$ cat config.mk
export PLATFORM = sky130hd
export DESIGN_NAME = ext_data_mem_interface
export DESIGN_NICKNAME = d
export VERILOG_FILES = /design/src/common/xmem_pkg.sv /design/src/design/ext_data_mem_interface.sv /design/src/design/pin_sync.sv /design/src/design/ale_idle_gen.sv
export VERILOG_INCLUDE_DIRS = /design/src /design/src/common
export SDC_FILE = /design/constraint.sdc
export NUM_CORES = 1
export LEC_CHECK = 0
export BUFFER_PORTS_ARGS = -buffer_cell sky130_fd_sc_hd__buf_2
export CORE_UTILIZATION = 44
export CTS_CLUSTER_DIAMETER = 150
export CTS_CLUSTER_SIZE = 30
export DETAILED_ROUTE_END_ITERATION = 6
export GPL_TIMING_DRIVEN = 1
export PLACE_DENSITY = 0.75
export SLEW_MARGIN = 20
export SYNTH_ARGS = -nofsm -noshare
export SYNTH_HDL_FRONTEND = slang
export SYNTH_SLANG_ARGS = --single-unit
$ cat constraint.sdc
create_clock -name sys_clk -period 4.8 [get_ports sys_clk]
set_input_delay 0.72 -clock sys_clk [delete_from_list [all_inputs] [get_ports sys_clk]]
set_output_delay 0.72 -clock sys_clk [all_outputs]
set_load 0.01 [all_outputs]
$ cat src/common/xmem_defs.svh
`ifndef XMEM_DEFS_SVH
`define XMEM_DEFS_SVH

// ----------------------------------------------------------------
// Register byte addresses (decoded on haddr[11:0])
// ----------------------------------------------------------------
`define AUX_IDX            12'h08E
`define AUX_ADDR           12'h238
`define MODE_ADDR          12'h000
`define WDCTL_ADDR         12'h004
`define PORT_ADDR          12'h008
`define CMD_ADDR           12'h00C
`define STAT_ADDR          12'h010

// ----------------------------------------------------------------
// Auxiliary control fields and reset
// ----------------------------------------------------------------
`define AUX_RESET          5'h00
`define AUX_IDLE_OFF_BIT   0
`define AUX_EXT_ALL_BIT    1
`define AUX_WS_LO_BIT      2
`define AUX_WS_HI_BIT      3
`define AUX_RSTOFF_BIT     3
`define AUX_WATCHDOG_IDLE_STOP_BIT     4

// ----------------------------------------------------------------
// Other fields
// ----------------------------------------------------------------
`define MODE_FAST_BIT      0
`define MODE_POL_BIT       1
`define MODE_RESET         2'h0
`define WDCTL_WATCHDOG_IDLE_STOP_BIT   0
`define WDCTL_RSTOFF_BIT   1
`define WDCTL_RESET        2'h0
`define PORT_P0_IDLE_BIT   16
`define PORT_P2_IDLE_BIT   17
`define PORT_LAT_RESET     8'hFF
`define CMD_WRITE_BIT      0
`define CMD_LINEAR_BIT     1
`define STAT_BUSY_BIT      0
`define STAT_INT_BIT       1

// ----------------------------------------------------------------
// Timing counts in system clock cycles, and the top internal memory address
// ----------------------------------------------------------------
`define FAST_SETUP_0       4'd1
`define FAST_SETUP_1       4'd1
`define FAST_SETUP_2       4'd2
`define FAST_SETUP_3       4'd2
`define FAST_STROBE_0      4'd1
`define FAST_STROBE_1      4'd2
`define FAST_STROBE_2      4'd2
`define FAST_STROBE_3      4'd3
`define COMPAT_SETUP       4'd2
`define COMPAT_STROBE_0    4'd3
`define COMPAT_STROBE_1    4'd15
`define READ_SYNC_LAG      4'd1
`define ALE_DIV_FAST       2'd2
`define ALE_DIV_COMPAT     2'd3
`define RST_OUT_CYCLES     8'd16
`define INT_MEM_TOP        16'h00FF

`endif

$ cat src/common/xmem_pkg.sv
package xmem_pkg;

  typedef enum logic [2:0] {
    ST_IDLE   = 3'b000,
    ST_ADDR   = 3'b001,
    ST_SETUP  = 3'b011,
    ST_STROBE = 3'b010,
    ST_DONE   = 3'b110
  } xstate_t;

  typedef struct packed {
    logic [7:0] s1;
    logic [7:0] s2;
  } sync_t;

  typedef struct packed {
    logic [1:0] cnt;
    logic       pulse;
  } ale_gen_t;

  typedef struct packed {
    xstate_t     st;
    logic [3:0]  cnt;
    logic [4:0]  aux;
    logic [1:0]  mode;
    logic [1:0]  wdctl;
    logic [7:0]  p0_lat;
    logic [7:0]  p2_lat;
    logic        p0_idle_drv;
    logic        p2_idle_drv;
    logic [15:0] addr;
    logic [7:0]  wdata;
    logic        dir_wr;
    logic        linear;
    logic        acc_fast;
    logic [1:0]  acc_ws;
    logic [7:0]  rdata;
    logic        int_hit;
    logic        ap_valid;
    logic        ap_write;
    logic [11:0] ap_addr;
    logic        hreadyout;
    logic [31:0] hrdata;
    logic        hresp;
    logic        ale;
    logic        ale_oe;
    logic        rd_n;
    logic        wr_n;
    logic [7:0]  p0_o;
    logic        p0_oe;
    logic [7:0]  p2_o;
    logic        p2_oe;
    logic        rst_o;
    logic        rst_oe;
    logic [7:0]  rst_cnt;
    logic        wd_count_en;
  } ctl_t;

endpackage : xmem_pkg

$ cat src/design/ext_data_mem_interface.sv
// The implementer's own choice: the AHB-Lite register port.
`timescale 1ns/1ps
`include "xmem_defs.svh"
module ext_data_mem_interface (
  input  wire logic        sys_clk,
  input  wire logic        rst_n,
  input  wire logic        hsel,
  input  wire logic [31:0] haddr,
  input  wire logic [1:0]  htrans,
  input  wire logic        hwrite,
  input  wire logic [2:0]  hsize,
  input  wire logic [31:0] hwdata,
  input  wire logic        hready,
  output logic             hreadyout,
  output logic      [31:0] hrdata,
  output logic             hresp,
  input  wire logic [7:0]  p0_i,
  output logic      [7:0]  p0_o,
  output logic             p0_oe,
  output logic      [7:0]  p2_o,
  output logic             p2_oe,
  output logic             ale_o,
  output logic             ale_oe,
  output logic             rd_n_o,
  output logic             wr_n_o,
  input  wire logic        cpu_idle,
  input  wire logic        wdt_reset_evt,
  output logic             reset_pin_o,
  output logic             reset_pin_oe,
  output logic             watchdog_count_en
);
  import xmem_pkg::*;

  // ----------------------------------------------------------------
  // State and helpers
  // ----------------------------------------------------------------
  ctl_t       c_r;
  ctl_t       c_nxt;
  logic [7:0] p0_sync;
  logic       ale_idle_pulse;
  logic       fast;
  logic       ws_hi_eff;
  logic       wd_idle_eff;
  logic       rst_off_eff;
  logic       take;
  logic       start;
  logic       internal;
  logic [3:0] setup_n;
  logic [3:0] width_n;

  pin_sync u_p0_sync (
    .sys_clk (sys_clk),
    .rst_n   (rst_n),
    .din     (p0_i),
    .dout    (p0_sync)
  );

  ale_idle_gen u_ale_gen (
    .sys_clk   (sys_clk),
    .rst_n     (rst_n),
    .fast_mode (c_r.mode[`MODE_FAST_BIT]),
    .pulse     (ale_idle_pulse)
  );

  function automatic logic [31:0] read_reg(input ctl_t s,
                                           input logic [11:0] a);
    logic [31:0] d;
    d = 32'h0000_0000;
    unique case (a)
      `AUX_ADDR:   d[4:0]  = s.aux;
      `MODE_ADDR:  d[1:0]  = s.mode;
      `WDCTL_ADDR: d[1:0]  = s.wdctl;
      `PORT_ADDR:  d[17:0] = {s.p2_idle_drv, s.p0_idle_drv,
                              s.p2_lat, s.p0_lat};
      `CMD_ADDR:   d       = {s.addr, s.wdata, 6'b00_0000,
                              s.linear, s.dir_wr};
      `STAT_ADDR:  d[15:0] = {s.rdata, 6'b00_0000, s.int_hit,
                              (s.st != ST_IDLE)};
      default:     d       = 32'h0000_0000;
    endcase
    return d;
  endfunction : read_reg

  // ----------------------------------------------------------------
  // Next state
  // ----------------------------------------------------------------
  always_comb begin
    c_nxt       = c_r;
    fast        = c_r.mode[`MODE_FAST_BIT];
    ws_hi_eff   = fast & c_r.aux[`AUX_WS_HI_BIT];
    wd_idle_eff = fast ? c_r.wdctl[`WDCTL_WATCHDOG_IDLE_STOP_BIT]
                       : c_r.aux[`AUX_WATCHDOG_IDLE_STOP_BIT];
    rst_off_eff = fast ? c_r.wdctl[`WDCTL_RSTOFF_BIT]
                       : c_r.aux[`AUX_RSTOFF_BIT];
    take        = hsel & htrans[1] & hready;
    start       = 1'b0;
    internal    = 1'b0;
    setup_n     = `COMPAT_SETUP;
    width_n     = c_r.acc_ws[0] ? `COMPAT_STROBE_1
                                : `COMPAT_STROBE_0;
    if (c_r.acc_fast) begin
      unique case (c_r.acc_ws)
        2'd0: begin
          setup_n = `FAST_SETUP_0;
          width_n = `FAST_STROBE_0;
        end
        2'd1: begin
          setup_n = `FAST_SETUP_1;
          width_n = `FAST_STROBE_1;
        end
        2'd2: begin
          setup_n = `FAST_SETUP_2;
          width_n = `FAST_STROBE_2;
        end
        2'd3: begin
          setup_n = `FAST_SETUP_3;
          width_n = `FAST_STROBE_3;
        end
      endcase
    end

    // --------------------------------------------------------------
    // Bus slave: reads wait one cycle, writes take no wait
    // --------------------------------------------------------------
    c_nxt.ap_valid = 1'b0;
    c_nxt.hresp    = 1'b0;
    if (c_r.ap_valid) begin
      if (c_r.ap_write) begin
        unique case (c_r.ap_addr)
          `AUX_ADDR:   c_nxt.aux   = hwdata[4:0];
          `MODE_ADDR:  c_nxt.mode  = hwdata[1:0];
          `WDCTL_ADDR: c_nxt.wdctl = hwdata[1:0];
          `PORT_ADDR: begin
            c_nxt.p0_lat      = hwdata[7:0];
            c_nxt.p2_lat      = hwdata[15:8];
            c_nxt.p0_idle_drv = hwdata[`PORT_P0_IDLE_BIT];
            c_nxt.p2_idle_drv = hwdata[`PORT_P2_IDLE_BIT];
          end
          `CMD_ADDR:   start = (c_r.st == ST_IDLE);
          default: ;
        endcase
      end else begin
        c_nxt.hrdata    = read_reg(c_r, c_r.ap_addr);
        c_nxt.hreadyout = 1'b1;
      end
    end
    if (take) begin
      c_nxt.ap_valid  = 1'b1;
      c_nxt.ap_write  = hwrite;
      c_nxt.ap_addr   = haddr[11:0];
      c_nxt.hreadyout = hwrite;
    end

    // --------------------------------------------------------------
    // Access sequencer
    // --------------------------------------------------------------
    unique case (c_r.st)
      ST_IDLE: begin
        if (start) begin
          c_nxt.dir_wr   = hwdata[`CMD_WRITE_BIT];
          c_nxt.linear   = hwdata[`CMD_LINEAR_BIT];
          c_nxt.wdata    = hwdata[15:8];
          c_nxt.addr     = hwdata[`CMD_LINEAR_BIT] ? hwdata[31:16]
                                                   : {8'h00, hwdata[23:16]};
          c_nxt.acc_fast = fast;
          c_nxt.acc_ws   = {ws_hi_eff, c_r.aux[`AUX_WS_LO_BIT]};
          internal       = !c_r.aux[`AUX_EXT_ALL_BIT] &&
                           (c_nxt.addr <= `INT_MEM_TOP);
          c_nxt.int_hit  = internal;
          if (!internal) begin
            c_nxt.st = ST_ADDR;
          end
        end
      end
      ST_ADDR: begin
        c_nxt.st  = ST_SETUP;
        c_nxt.cnt = setup_n - 4'd1;
      end
      ST_SETUP: begin
        if (c_r.cnt == 4'd0) begin
          c_nxt.st  = ST_STROBE;
          c_nxt.cnt = width_n - 4'd1;
        end else begin
          c_nxt.cnt = c_r.cnt - 4'd1;
        end
      end
      ST_STROBE: begin
        if (c_r.cnt == 4'd0) begin
          c_nxt.st  = ST_DONE;
          c_nxt.cnt = c_r.dir_wr ? 4'd0 : `READ_SYNC_LAG;
        end else begin
          c_nxt.cnt = c_r.cnt - 4'd1;
        end
      end
      ST_DONE: begin
        if (c_r.cnt == 4'd0) begin
          c_nxt.st = ST_IDLE;
        end else begin
          c_nxt.cnt = c_r.cnt - 4'd1;
        end
      end
      default: c_nxt.st = ST_IDLE;
    endcase

    // --------------------------------------------------------------
    // Read capture
    // --------------------------------------------------------------
    // Pin value at the strobe's last edge leaves the synchroniser
    // in the final done cycle; busy stays up until it is stored
    if (c_r.st == ST_DONE && c_r.cnt == 4'd0 && !c_r.dir_wr) begin
      c_nxt.rdata = p0_sync;
    end

    // --------------------------------------------------------------
    // Pin drive from the next state
    // --------------------------------------------------------------
    c_nxt.rd_n  = 1'b1;
    c_nxt.wr_n  = 1'b1;
    c_nxt.ale   = 1'b0;
    c_nxt.ale_oe = 1'b1;
    c_nxt.p0_o  = c_nxt.addr[7:0];
    c_nxt.p0_oe = 1'b1;
    c_nxt.p2_o  = c_nxt.linear ? c_nxt.addr[15:8]
                               : c_nxt.p2_lat;
    c_nxt.p2_oe = 1'b1;
    unique case (c_nxt.st)
      ST_IDLE: begin
        c_nxt.ale    = c_nxt.aux[`AUX_IDLE_OFF_BIT] | ale_idle_pulse;
        c_nxt.ale_oe = !c_nxt.aux[`AUX_IDLE_OFF_BIT];
        c_nxt.p0_o   = c_nxt.p0_lat;
        c_nxt.p0_oe  = c_nxt.p0_idle_drv;
        c_nxt.p2_o   = c_nxt.p2_lat;
        c_nxt.p2_oe  = c_nxt.p2_idle_drv;
      end
      ST_ADDR: c_nxt.ale = 1'b1;
      ST_SETUP: ;
      ST_STROBE: begin
        if (c_nxt.dir_wr) begin
          c_nxt.wr_n = 1'b0;
          c_nxt.p0_o = c_nxt.wdata;
        end else begin
          c_nxt.rd_n  = 1'b0;
          c_nxt.p0_oe = 1'b0;
        end
      end
      ST_DONE: begin
        c_nxt.p0_o  = c_nxt.wdata;
        c_nxt.p0_oe = c_nxt.dir_wr;
      end
      default: ;
    endcase

    // --------------------------------------------------------------
    // Watchdog controls
    // --------------------------------------------------------------
    c_nxt.wd_count_en = !(cpu_idle && wd_idle_eff);
    if (wdt_reset_evt && !rst_off_eff) begin
      c_nxt.rst_cnt = `RST_OUT_CYCLES;
    end else if (c_r.rst_cnt != 8'd0) begin
      c_nxt.rst_cnt = c_r.rst_cnt - 8'd1;
    end
    c_nxt.rst_oe = (c_nxt.rst_cnt != 8'd0);
    c_nxt.rst_o  = c_r.mode[`MODE_POL_BIT];
  end

  // ----------------------------------------------------------------
  // Registers
  // ----------------------------------------------------------------
  always_ff @(posedge sys_clk) begin
    if (!rst_n) begin
      c_r             <= '0;
      c_r.st          <= ST_IDLE;
      c_r.aux         <= `AUX_RESET;
      c_r.mode        <= `MODE_RESET;
      c_r.wdctl       <= `WDCTL_RESET;
      c_r.p0_lat      <= `PORT_LAT_RESET;
      c_r.p2_lat      <= `PORT_LAT_RESET;
      c_r.hreadyout   <= 1'b1;
      c_r.rd_n        <= 1'b1;
      c_r.wr_n        <= 1'b1;
      c_r.ale_oe      <= 1'b1;
      c_r.wd_count_en <= 1'b1;
    end else begin
      c_r <= c_nxt;
    end
  end

  // ----------------------------------------------------------------
  // Outputs
  // ----------------------------------------------------------------
  assign hreadyout         = c_r.hreadyout;
  assign hrdata            = c_r.hrdata;
  assign hresp             = c_r.hresp;
  assign p0_o              = c_r.p0_o;
  assign p0_oe             = c_r.p0_oe;
  assign p2_o              = c_r.p2_o;
  assign p2_oe             = c_r.p2_oe;
  assign ale_o             = c_r.ale;
  assign ale_oe            = c_r.ale_oe;
  assign rd_n_o            = c_r.rd_n;
  assign wr_n_o            = c_r.wr_n;
  assign reset_pin_o       = c_r.rst_o;
  assign reset_pin_oe      = c_r.rst_oe;
  assign watchdog_count_en = c_r.wd_count_en;
endmodule : ext_data_mem_interface

$ cat src/design/pin_sync.sv
`timescale 1ns/1ps
module pin_sync (
  input  wire logic       sys_clk,
  input  wire logic       rst_n,
  input  wire logic [7:0] din,
  output logic      [7:0] dout
);
  import xmem_pkg::*;

  sync_t s_r;
  sync_t s_nxt;

  always_comb begin
    s_nxt    = s_r;
    s_nxt.s1 = din;
    s_nxt.s2 = s_r.s1;
  end

  always_ff @(posedge sys_clk) begin
    if (!rst_n) begin
      s_r <= '0;
    end else begin
      s_r <= s_nxt;
    end
  end

  assign dout = s_r.s2;
endmodule : pin_sync

$ cat src/design/ale_idle_gen.sv
`timescale 1ns/1ps
`include "xmem_defs.svh"
module ale_idle_gen (
  input  wire logic sys_clk,
  input  wire logic rst_n,
  input  wire logic fast_mode,
  output logic      pulse
);
  import xmem_pkg::*;

  ale_gen_t g_r;
  ale_gen_t g_nxt;
  logic [1:0] div;

  // One high cycle out of every div cycles
  always_comb begin
    g_nxt = g_r;
    div   = fast_mode ? `ALE_DIV_FAST : `ALE_DIV_COMPAT;
    if (g_r.cnt >= div - 2'd1) begin
      g_nxt.cnt = 2'd0;
    end else begin
      g_nxt.cnt = g_r.cnt + 2'd1;
    end
    g_nxt.pulse = (g_nxt.cnt == 2'd0);
  end

  always_ff @(posedge sys_clk) begin
    if (!rst_n) begin
      g_r <= '0;
    end else begin
      g_r <= g_nxt;
    end
  end

  assign pulse = g_r.pulse;
endmodule : ale_idle_gen

==> parameters.txt, run 1 <==
Parameter                              Value

Clocking
  Clock network latency to the later pin of the worst-skew pair ... 0.43 ns
  Buffers inserted by post-CTS timing repair ... 0
  Hold buffer count at CTS ... 0
  Maximum buffer depth of the clock tree ... 2
  Num CTS Buffers ... 17
  Post-cts gate resize count ... 0
  Clock-pin transition on the worst setup and hold timing paths ... 0.07 ns
  Clock sink count ... 171
  Level count of the clock H-tree ... 4
  Root cell of the clock tree ... sky130_fd_sc_hd__clkbuf_16
  TritonCTS clock tree ... built

Setup path
  Buffers plus inverters on the worst setup path ... 0
  Arrival time worst endpoint ... 3.37 ns
  Cells along the critical path ... or4b_2, or4_1, mux2_1, a22oi_1, a31oi_1
  Largest delay contributor family on the critical path ... simple AND/OR/NAND/NOR gates
  Master of the slowest instance on the critical path ... sky130_fd_sc_hd__or4_1
  Required time at the endpoint of the critical path ... 5.09 ns
  Largest fanout of any net on the critical path ... 18
  Stage delay of the slowest cell on the critical path ... 0.93 ns
  Startpoint types ... register
  Crit Path Class ... reg -> reg
  Crit end category ... register

Floorplan
  Die Area ... 0.0177 mm²
  Top-level port count ... 143
  Die extent in x ... 133 µm
  Starting Density ... 45.4%
  Core region area ... 0.0166 mm²
  FP Rows ... 47
  Die Height ... 133 µm

Route
  Drt pass-1 iters ... 5
  Total DRC errors in the routed layout ... 0
  Routed vias ... 6003
  Via density per instance ... 5.34
  Mean routed wirelength per cell ... 16.6 µm
  Sum of routed wire length over all layers ... 18.7 mm
  Starting DRC count in detailed routing ... 432
  Antenna violation net count after detailed routing ... 0

Final layout
  Fraction of layout cells with a size suffix above 1 ... 21.9%
  Area growth from synthesis to layout ... 13.1%
  End-of-flow core utilization ... 51.3%
  Nets ... 985
  Number of diodes added for antenna fixing ... 0

Pwr
  Net Sw Frac ... 24.5%
  Total leakage power ... 3.52 nW
  Switching power total ... 0.776 mW
  Clock power frac ... 44.1%
  Internal ... 2.39 mW
  Power density of the placed cells ... 371 mW/mm²
  Highest ir drop seen on vdd ... 0.251 mV
  Part of the power in registers ... 47.1%
  Part of the total power dissipated in combinational logic ... 8.9%

Timing
  Worst clock skew ... 0.0108 ns
  Total negative setup slack ... 0 ns
  Final Critical Period ... 3.08 ns
  Worst-Margin Slew ... 1.11 ns
  Achievable clock frequency ... 325 MHz
  Fin. Hold Viols ... 0
  Worst slew margin relative to its limit ... 26.0%
  Fin Hold WS ... 0.433 ns
  Slew Limit Fails ... 0
  Setup repair after global routing missed its margin ... no
  Final clock period utilization by the worst path ... 64.2%
  Final-report setup violation count ... 0

Synthesis
  Post-synth EDFFs ... 0
  Leading post-synthesis cells by cell area ... sky130_fd_sc_hd__dfxtp_1 45%, sky130_fd_sc_hd__nand2_1 5.3%, sky130_fd_sc_hd__buf_4 5.0%
  Register bit total from synthesis ... 171
  Leading register cell type out of synthesis ... sky130_fd_sc_hd__dfxtp_1
  Avg Synthesized Cell Area ... 8.89 µm²
  Count of synthesis-stage warnings from yosys ... 0
  Post-synthesis cell type count ... 62
  Combined area of all synthesized cells ... 0.00755 mm²
  Cell type with the highest aggregate area in the netlist ... sky130_fd_sc_hd__dfxtp_1
  Most common library cells after synthesis ... 171 x sky130_fd_sc_hd__dfxtp_1, 106 x sky130_fd_sc_hd__nand2_1, 65 x sky130_fd_sc_hd__nor2_1
  Post-synthesis sequential area ratio ... 45.4%
  Most frequent cell after synthesis ... sky130_fd_sc_hd__dfxtp_1
  Area fraction of the dominant cell type after synthesis ... 45.4%
  Gate count of the mapped netlist ... 849
  Synthesized Nets ... 942
  Async SR Flop Fraction ... 0%

Min path
  Path category of the worst min-delay check ... reg -> reg

Global routing
  Initial antenna violation count ... 0
  Global route total overflow ... 0
  Vias in the first global route ... 5715
  Global-route wire length before repair ... 29.3 mm
  Total global-route track usage ... 21.2%
  Largest net degree at the start of global routing ... 44

Place
  HPWL after DPL ... 12.8 mm
  Number of buffer cells added on primary ports ... 117
  Final weighted congestion in routability-driven placement ... 0.886

Run
  Number of maximum-capacitance violations ... 0

Run status
  Outcome ... finished, final reports clean
worst reg2reg max path, delay by kind of cell, from the launching register on:
kind	cells	cell delay [ns]
AO/OA/AOI/OAI	2	0.31
flip-flops	1	0.44
AND/OR/NAND/NOR	2	1.63
multiplexers	1	0.55
per-layer routing:
| layer | vias to the layer above | global-route usage [%] | share of wire (%) | routed length [µm] |
|---|---|---|---|---|
| met3 | 17 | 5.59 | 5.6 | 1050 |
| met5 | - | 0 | 0 | 0 |
| met1 | 2832 | 27.5 | 46 | 8500 |
| met4 | 0 | 7.22 | 1.6 | 300 |
| met2 | 161 | 34.2 | 47 | 8810 |
| li1 | 2993 | - | - | - |
metrics by stage:
| step | instance area (µm²) | setup WS, ns | power (mW) | instances |
|---|---|---|---|---|
| CTS | 8540 | 1.75 | 3.19 | 1125 |
| global route | 8540 | 1.62 | 3.29 | 1125 |
| floorplan | 7550 | 2.33 | 1.73 | 849 |
| global placement | 7930 | 1.77 | 1.80 | 1093 |
| finish | 8540 | 1.72 | 3.17 | 1125 |
| detailed placement | 7930 | 1.76 | 1.80 | 1093 |
final cells by class:
cell class | instances | area, µm²
fillers | 1562 | 8110
multi-input cells | 558 | 3490
flip-flops and latches | 171 | 3420
repair buffers | 132 | 698
clock buffers | 20 | 467
well taps | 220 | 275
clock inverters | 12 | 136
inverters | 12 | 45.0
path summary, 6_finish.rpt:
check        cells after the start                     startpoint                           end  slack (ns)
max                              5           c_r[69]$_SDFFE_PN0P_            p0_o[3]$_SDFF_PN0_        1.72
min                              1  u_p0_sync.s_nxt[3]$_SDFF_PN0_  u_p0_sync.dout[3]$_SDFF_PN0_        0.43
max reg2reg                      5           c_r[69]$_SDFFE_PN0P_            p0_o[3]$_SDFF_PN0_        1.72
min reg2reg                      1  u_p0_sync.s_nxt[3]$_SDFF_PN0_  u_p0_sync.dout[3]$_SDFF_PN0_        0.43
registers in the layout, summed over array words and instances (netlist names), 2 cells and up:
name and cells:
hrdata 32, p2_o 8, u_ale_gen.g_r 2, u_p0_sync.dout 8, p0_o 8, u_p0_sync.s_nxt 8
c_r 93
kinds of logic after synthesis:
kind of cell    after synthesis  share of synthesized area [%]
fa+ha+maj                     9                           1.49
compound gates              177                           15.2
buf+inv                     120                           8.62
flops                       171                           45.4
xor+xnor                      8                          0.928
other cells                   1                         0.0497
simple gates                304                           20.0
mux                          59                           8.37
power by group through the flow:
| stage | registers (mW) | logic [mW] | clock network, mW |
|---|---|---|---|
| final | 1.49 | 0.281 | 1.40 |
| after global routing | 1.50 | 0.310 | 1.48 |
| after CTS | 1.49 | 0.280 | 1.42 |
| after detailed placement | 1.52 | 0.278 | 0 |
| after global placement | 1.52 | 0.273 | 0 |
| after floorplan | 1.52 | 0.209 | 0 |
cell usage in the layout, fill, tap and decap left out, types with 21 or more instances in the layout:
cell type	instances
sky130_fd_sc_hd__o21ai_0	31
sky130_fd_sc_hd__a21oi_1	59
sky130_fd_sc_hd__mux2i_1	29
sky130_fd_sc_hd__dfxtp_1	171
sky130_fd_sc_hd__nand3_1	32
sky130_fd_sc_hd__mux2_2	21
sky130_fd_sc_hd__nor2_1	65
sky130_fd_sc_hd__nand2_1	106
sky130_fd_sc_hd__buf_2	117
sky130_fd_sc_hd__and2_1	23
(Power assumes the default switching activity.)
==> run 2, diff against run 1 <==
==> constraint.sdc (replaced) <==
create_clock -name sys_clk -period 3.17 [get_ports sys_clk]
set_input_delay 0.4755 -clock sys_clk [delete_from_list [all_inputs] [get_ports sys_clk]]
set_output_delay 0.4755 -clock sys_clk [all_outputs]
set_load 0.01 [all_outputs]
==> parameters.txt, run 2 (synthesis gave the netlist of run 1 again) <==
Parameter                              Value

Pwr
  Highest ir drop seen on vdd ... 0.375 mV (+49%)
  Final total power ... 4.87 mW (+54%)
  Power density of the placed cells ... 563 mW/mm² (+52%)
  Total leakage power ... 3.59 nW (+1.9%)

Timing
  Achievable clock frequency ... 380 MHz (+17%)
  Slew Limit Fails ... 0 (unchanged)
  Worst clock skew ... 0.00770 ns (-0.00308 ns)
  Worst-Margin Slew ... 0.654 ns (-0.455 ns)
  Final-report setup violation count ... 0 (unchanged)
  Final Critical Period ... 2.63 ns (-0.450 ns)
  Final clock period utilization by the worst path ... 83.0% (+19 points)
  Setup WS post-layout ... 0.539 ns (-1.18 ns)
  Worst slew margin relative to its limit ... 56.3% (+30 points)
  Setup repair after global routing missed its margin ... no
  Total negative setup slack ... 0 ns (unchanged)
  Fin. Hold Viols ... 0 (unchanged)

Global routing
  Largest net degree at the start of global routing ... 53 (+20%)
  Initial antenna violation count ... 0 (unchanged)
  Global route total overflow ... 0 (unchanged)
  Met1 track utilization from global routing ... 27.3% (-0.21 points)
  GR met3 Demand/Resource ... 5.48% (-0.11 points)
  Global-route wire length before repair ... 29.7 mm (+1.4%)
  Vias in the first global route ... 5948 (+4.1%)
  Met2 Resource Use GR ... 34.5% (+0.29 points)
  Global routing's busiest layer ... met2
  Total global-route track usage ... 21.4% (+0.16 points)

Final layout
  Nets ... 994 (+0.91%)
  Fraction of layout cells with a size suffix above 1 ... 22.6% (+0.77 points)
  Number of diodes added for antenna fixing ... 0 (unchanged)
  Largest register FFs ... 93 (unchanged)
  Area growth from synthesis to layout ... 14.5%
  Register containing the most flip-flops in the final layout ... c_r
  Leading cell types in the layout, fill and taps excluded ... 171 x sky130_fd_sc_hd__dfxtp_1, 117 x sky130_fd_sc_hd__buf_2, 106 x sky130_fd_sc_hd__nand2_1
  Post-route cell area ... 0.00864 mm² (+1.2%)
  Total of fill cells in the finished design ... 1500 (-4.0%)
  Most common cell after layout, fill and taps aside ... sky130_fd_sc_hd__dfxtp_1
  End-of-flow core utilization ... 51.9% (+0.62 points)

Run
  Number of maximum-capacitance violations ... 0 (unchanged)

Setup path
  Crit end category ... register
  Largest delay contributor family on the critical path ... simple AND/OR/NAND/NOR gates
  Reg-to-reg slack, setup ... 0.54 ns (-1.18 ns)
  Reg-to-reg startpoint ... c_r[70]$_SDFFE_PN0P_
  Largest fanout of any net on the critical path ... 18 (unchanged)
  Buffers plus inverters on the worst setup path ... 1 (+1)
  Master of the slowest instance on the critical path ... sky130_fd_sc_hd__or4b_2
  Stage delay of the slowest cell on the critical path ... 0.60 ns (-0.33 ns)
  Critical path startpoint ... c_r[70]$_SDFFE_PN0P_
  Crit Path Class ... reg -> reg
  Required time at the endpoint of the critical path ... 3.51 ns (-1.58 ns)
  Startpoint types ... register
  Arrival time worst endpoint ... 2.97 ns (-0.40 ns)
  Cells along the critical path ... or4b_2, or4_1, buf_4, mux2_4, and4_4, a311oi_2

Route
  Starting DRC count in detailed routing ... 481 (+11%)
  Routed vias ... 6120 (+1.9%)
  Total DRC errors in the routed layout ... 0 (unchanged)
  Sum of routed wire length over all layers ... 18.5 mm (-0.76%)
  Via density per instance ... 5.40 (+1.1%)
  Mean routed wirelength per cell ... 16.3 µm (-1.5%)
  Drt pass-1 iters ... 5 (unchanged)
  Antenna violation net count after detailed routing ... 0 (unchanged)

Clocking
  Clock sink count ... 171 (unchanged)
  Root cell of the clock tree ... sky130_fd_sc_hd__clkbuf_16
  Buffers inserted by post-CTS timing repair ... 0 (unchanged)
  Num CTS Buffers ... 17 (unchanged)
  Level count of the clock H-tree ... 4 (unchanged)
  Clock-pin transition on the worst setup and hold timing paths ... 0.06 ns (about the same)
  Clock network latency to the later pin of the worst-skew pair ... 0.43 ns (about the same)
  TritonCTS clock tree ... built
  Maximum buffer depth of the clock tree ... 2 (unchanged)
  Post-cts gate resize count ... 0 (unchanged)
  Hold buffer count at CTS ... 0 (unchanged)

Floorplan
  Top-level port count ... 143 (unchanged)
  Starting Density ... 45.4% (unchanged)
  FP Rows ... 47 (unchanged)
  Die extent in x ... 133 µm (unchanged)
  Die Area ... 0.0177 mm² (unchanged)
  Core region area ... 0.0166 mm² (unchanged)
  Die Height ... 133 µm (unchanged)

Run status
  Outcome ... finished, final reports clean

Place
  Worst Setup Slack post-DPL ... 0.556 ns (-1.21 ns)
  Post-DP Area ... 0.00801 mm² (+1.0%)
  Final weighted congestion in routability-driven placement ... 0.848 (-4.3%)
  Number of buffer cells added on primary ports ... 117 (unchanged)
  HPWL after DPL ... 13.0 mm (+1.6%)

Min path
  Path category of the worst min-delay check ... in -> reg
  Worst Hold Launch ... cpu_idle
==> run 2: cell types whose count changed in the layout (fill, tap and decap cells not counted), sizes merged <==
cell | previous run | this run
clkinvlp | 3 | 1
buf | 132 | 141
clkinv | 3 | 10
inv | 16 | 12
clkbuf | 20 | 17
bufinv | 2 | 4
==> run 2: path summary, 6_finish.rpt <==
check / cells after the start / end
worst max register to register: 6 / p0_oe$_SDFF_PN0_
worst min-delay path: 2 / watchdog_count_en$_SDFF_PN1_
worst max-delay path: 6 / p0_oe$_SDFF_PN0_
worst min register to register: 1 / u_p0_sync.dout[3]$_SDFF_PN0_
==> run 2: metal layers <==
metal  routed length, µm  share of wire (%)
met4                 453                2.4
met2                8670                 47
met1                8270                 45
met3                1130                6.1
met5                   0                  0
==> run 2: final cells by class <==
cell class | instances | area (µm²) | share of cell area [%]
well taps | 220 | 275 | 3.19
multi-input cells | 558 | 3490 | 40.4
clock inverters | 15 | 200 | 2.32
inverters | 12 | 45.0 | 0.521
clock buffers | 17 | 425 | 4.92
repair buffers | 141 | 778 | 9.01
flip-flops and latches | 171 | 3420 | 39.6
==> run 2: where the power goes <==
| group | internal [mW] | switching (mW) | leakage (nW) |
|---|---|---|---|
| Clock | 1.32 | 0.866 | 0.307 |
| Combinational | 0.182 | 0.242 | 1.89 |
| Sequential | 2.21 | 0.0442 | 1.39 |
==> run 2: through the flow <==
step / hold slack (ns) / std cells
after floorplan: 0.412 / 849
after global placement: 0.415 / 1102
after detailed placement: 0.419 / 1102
after CTS: 0.210 / 1134
after global routing: 0.211 / 1134
final: 0.220 / 1134
==> run 2: worst reg2reg max path, cell delays in order (launching register included) <==
cell and delay (ns):
sky130_fd_sc_hd__dfxtp_1 0.53, sky130_fd_sc_hd__or4b_2 0.61, sky130_fd_sc_hd__or4_1 0.41, sky130_fd_sc_hd__buf_4 0.26, sky130_fd_sc_hd__mux2_4 0.34, sky130_fd_sc_hd__and4_4 0.19
sky130_fd_sc_hd__a311oi_2 0.21
==> run 3, diff against run 2 <==
--- a/config.mk
+++ b/config.mk
@@ -6,13 +6,14 @@
 export SDC_FILE = /design/constraint.sdc
 export NUM_CORES = 1
 export LEC_CHECK = 0
+export ABC_AREA = 1
 export BUFFER_PORTS_ARGS = -buffer_cell sky130_fd_sc_hd__buf_2
 export CORE_UTILIZATION = 44
 export CTS_CLUSTER_DIAMETER = 150
 export CTS_CLUSTER_SIZE = 30
 export DETAILED_ROUTE_END_ITERATION = 6
 export GPL_TIMING_DRIVEN = 1
-export PLACE_DENSITY = 0.75
+export PLACE_DENSITY = 0.77
 export SLEW_MARGIN = 20
 export SYNTH_ARGS = -nofsm -noshare
 export SYNTH_HDL_FRONTEND = slang
==> constraint.sdc (replaced) <==
create_clock -name sys_clk -period 2.2 [get_ports sys_clk]
set_input_delay 0.33 -clock sys_clk [delete_from_list [all_inputs] [get_ports sys_clk]]
set_output_delay 0.33 -clock sys_clk [all_outputs]
set_load 0.01 [all_outputs]
==> parameters.txt, run 3 <==
Parameter                              Value

Synthesis
  Most frequent cell after synthesis ... sky130_fd_sc_hd__nand2_1
  Avg Synthesized Cell Area ... 7.18 µm² (-19%)
  Post-synth EDFFs ... 0 (unchanged)
  Most common library cells after synthesis ... 280 x sky130_fd_sc_hd__nand2_1, 171 x sky130_fd_sc_hd__dfxtp_1, 128 x sky130_fd_sc_hd__inv_1
  Leading register cell type out of synthesis ... sky130_fd_sc_hd__dfxtp_1
  Async SR Flop Fraction ... 0% (unchanged)
  Synthesized Nets ... 1198 (+27%)
  Post-synthesis sequential area ratio ... 43.1% (-2.2 points)
  Area fraction of the dominant cell type after synthesis ... 43.1% (-2.2 points)
  Cell type with the highest aggregate area in the netlist ... sky130_fd_sc_hd__dfxtp_1
  Combined area of all synthesized cells ... 0.00794 mm² (+5.2%)
  Post-synthesis cell type count ... 38 (-39%)
  Leading post-synthesis cells by cell area ... sky130_fd_sc_hd__dfxtp_1 43%, sky130_fd_sc_hd__nand2_1 13%, sky130_fd_sc_hd__inv_1 6.1%
  Count of synthesis-stage warnings from yosys ... 0 (unchanged)
  Gate count of the mapped netlist ... 1105 (+30%)
  Register bit total from synthesis ... 171 (unchanged)

Clocking
  Clock sink count ... 171 (unchanged)
  Hold buffer count at CTS ... 0 (unchanged)
  Level count of the clock H-tree ... 4 (unchanged)
  Clock-pin transition on the worst setup and hold timing paths ... 0.07 ns (about the same)
  Post-cts gate resize count ... 0 (unchanged)
  Num CTS Buffers ... 17 (unchanged)
  TritonCTS clock tree ... built
  Root cell of the clock tree ... sky130_fd_sc_hd__clkbuf_16
  Maximum buffer depth of the clock tree ... 2 (unchanged)
  Buffers inserted by post-CTS timing repair ... 0 (unchanged)
  Clock network latency to the later pin of the worst-skew pair ... 0.44 ns (about the same)

Place
  Worst Setup Slack post-DPL ... 0.231 ns (-0.325 ns)
  Final weighted congestion in routability-driven placement ... 0.924 (+9.0%)
  HPWL after DPL ... 13.8 mm (+6.7%)
  Number of buffer cells added on primary ports ... 117 (unchanged)

Pwr
  Total leakage power ... 4.30 nW (+20%)
  Power density of the placed cells ... 799 mW/mm² (+42%)
  Highest ir drop seen on vdd ... 0.567 mV (+51%)

Timing
  Final clock period utilization by the worst path ... 88.8% (+5.8 points)
  Worst-Margin Slew ... 0.800 ns (+0.146 ns)
  Final Critical Period ... 1.95 ns (-0.677 ns)
  Setup WS post-layout ... 0.246 ns (-0.293 ns)
  Final-report setup violation count ... 0 (unchanged)
  Achievable clock frequency ... 512 MHz (+35%)
  Worst clock skew ... 0.00771 ns (+0.0000134 ns)
  Fin. Hold Viols ... 0 (unchanged)
  Setup repair after global routing missed its margin ... no
  Slew Limit Fails ... 0 (unchanged)
  Worst slew margin relative to its limit ... 46.5% (-9.8 points)
  Total negative setup slack ... 0 ns (unchanged)

Route
  Mean routed wirelength per cell ... 13.7 µm (-16%)
  Via density per instance ... 5.01 (-7.1%)
  Starting DRC count in detailed routing ... 650 (+35%)
  Total DRC errors in the routed layout ... 0 (unchanged)
  Antenna violation net count after detailed routing ... 0 (unchanged)
  Sum of routed wire length over all layers ... 19.2 mm (+3.9%)
  Routed vias ... 7047 (+15%)
  Drt pass-1 iters ... 5 (unchanged)

Floorplan
  Core region area ... 0.0175 mm² (+5.0%)
  Die Area ... 0.0186 mm² (+5.1%)
  FP Rows ... 48 (+2.1%)
  Top-level port count ... 143 (unchanged)
  Die Height ... 136 µm (+2.5%)
  Die extent in x ... 136 µm (+2.5%)
  Starting Density ... 45.4% (+0.068 points)

Setup path
  Required time at the endpoint of the critical path ... 2.56 ns (-0.95 ns)
  Largest fanout of any net on the critical path ... 9 (-9)
  Depth of the most critical reg-to-reg path ... 11 (+5)
  Arrival time worst endpoint ... 2.32 ns (-0.65 ns)
  Startpoint types ... register
  Crit end category ... register
  Crit Path Class ... reg -> reg

Global routing
  Global route total overflow ... 0 (unchanged)
  Initial antenna violation count ... 0 (unchanged)
  Global-route wire length before repair ... 31.1 mm (+4.9%)
  Vias in the first global route ... 6466 (+8.7%)
  Largest net degree at the start of global routing ... 107 (+100%)
  Total global-route track usage ... 21.6% (+0.20 points)

Final layout
  Register containing the most flip-flops in the final layout ... c_r
  End-of-flow core utilization ... 51.5% (-0.45 points)
  Largest register FFs ... 93 (unchanged)
  Leading cell types in the layout, fill and taps excluded ... 280 x sky130_fd_sc_hd__nand2_1, 171 x sky130_fd_sc_hd__dfxtp_1, 128 x sky130_fd_sc_hd__inv_1
  Most common cell after layout, fill and taps aside ... sky130_fd_sc_hd__nand2_1
  Total of fill cells in the finished design ... 1690 (+13%)
  Fraction of layout cells with a size suffix above 1 ... 17.8% (-4.9 points)
  Area growth from synthesis to layout ... 13.3%
  Nets ... 1260 (+27%)

Min path
  Hold path cells ... 3 (+1)
  Path category of the worst min-delay check ... in -> reg

Run
  Number of maximum-capacitance violations ... 0 (unchanged)

Run status
  Outcome ... finished, final reports clean
-- run 3: cell count changes in the layout (fill, tap and decap cells not counted), sizes merged, moves of 30 or more --
| cell | before | now |
|---|---|---|
| a21oi | 59 | 90 |
| inv | 12 | 144 |
| mux2 | 30 | 0 |
| nand2 | 106 | 289 |
| nand4 | 1 | 39 |
| nor2 | 65 | 103 |
| o21ai | 32 | 85 |
-- run 3: logic make-up (layout without fill, tap and decap cells) --
kind of cell	after synthesis	in the layout	synth area share (%)
and+or+nand+nor	482	482	26.9
buffers and inverters	233	308	14.1
AOI/OAI and AO/OA	200	200	13.4
DFF	171	171	43.1
adders and majority gates	9	9	1.42
xor gates and xnor gates	7	7	0.772
muxes	2	2	0.252
other	1	2	0.0472
-- run 3: final cells by class --
type | instances | area [µm²] | share of cell area, %
diodes | 1 | 2.50 | 0.0278
clock buffers | 17 | 425 | 4.73
clock inverters | 15 | 175 | 1.95
inverters | 137 | 514 | 5.72
multi-input cells | 701 | 3410 | 37.9
flip-flops and latches | 171 | 3420 | 38.1
well taps | 225 | 282 | 3.13
repair buffers | 139 | 763 | 8.49
-- run 3: final timing paths --
| path | startpoint | to | slack (ns) |
|---|---|---|---|
| max | c_r[146]$_SDFFE_PN0P_ | p0_o[6]$_SDFF_PN0_ | 0.25 |
| max reg2reg | c_r[146]$_SDFFE_PN0P_ | p0_o[6]$_SDFF_PN0_ | 0.25 |
| min reg2reg | u_p0_sync.s_nxt[1]$_SDFF_PN0_ | u_p0_sync.dout[1]$_SDFF_PN0_ | 0.41 |
| min | p0_i[5] | u_p0_sync.s_nxt[5]$_SDFF_PN0_ | 0.07 |
-- run 3: critical path: stages (launching register included) --
cell                      delay (ns)
sky130_fd_sc_hd__dfxtp_1        0.35
sky130_fd_sc_hd__inv_1          0.09
sky130_fd_sc_hd__ha_1           0.21
sky130_fd_sc_hd__nand2_1        0.07
sky130_fd_sc_hd__nor2_1         0.06
sky130_fd_sc_hd__nand2_1        0.11
sky130_fd_sc_hd__nand2_1        0.09
sky130_fd_sc_hd__nor2_2         0.41
sky130_fd_sc_hd__nand3_1        0.19
sky130_fd_sc_hd__nand2_1        0.10
sky130_fd_sc_hd__nor2_1         0.04
sky130_fd_sc_hd__a21oi_1        0.16
-- run 3: report_power, final --
group	switching [mW]	total, mW	internal (mW)	leakage [nW]
combinational	0.585	0.916	0.331	2.62
sequential	0.0703	3.30	3.23	1.39
clock	1.44	2.97	1.53	0.290
total	2.09	7.18	5.09	4.30
-- run 3: routing by layer --
layer | track usage (%) | wire length [µm]
met1 | 29.0 | 8600
met4 | 7.72 | 284
met3 | 4.70 | 1490
met5 | 0 | 0
met2 | 33.9 | 8860
-- run 3: metrics by stage --
step | instances | hold WS [ns] | instance area (µm²) | total power, mW
finish | 1406 | 0.0716 | 8990 | 7.18
CTS | 1405 | 0.0548 | 8990 | 7.23
global route | 1405 | 0.0641 | 8990 | 7.50
global placement | 1373 | 0.395 | 8390 | 4.24
detailed placement | 1373 | 0.395 | 8390 | 4.26
floorplan | 1105 | 0.390 | 7940 | 4.04
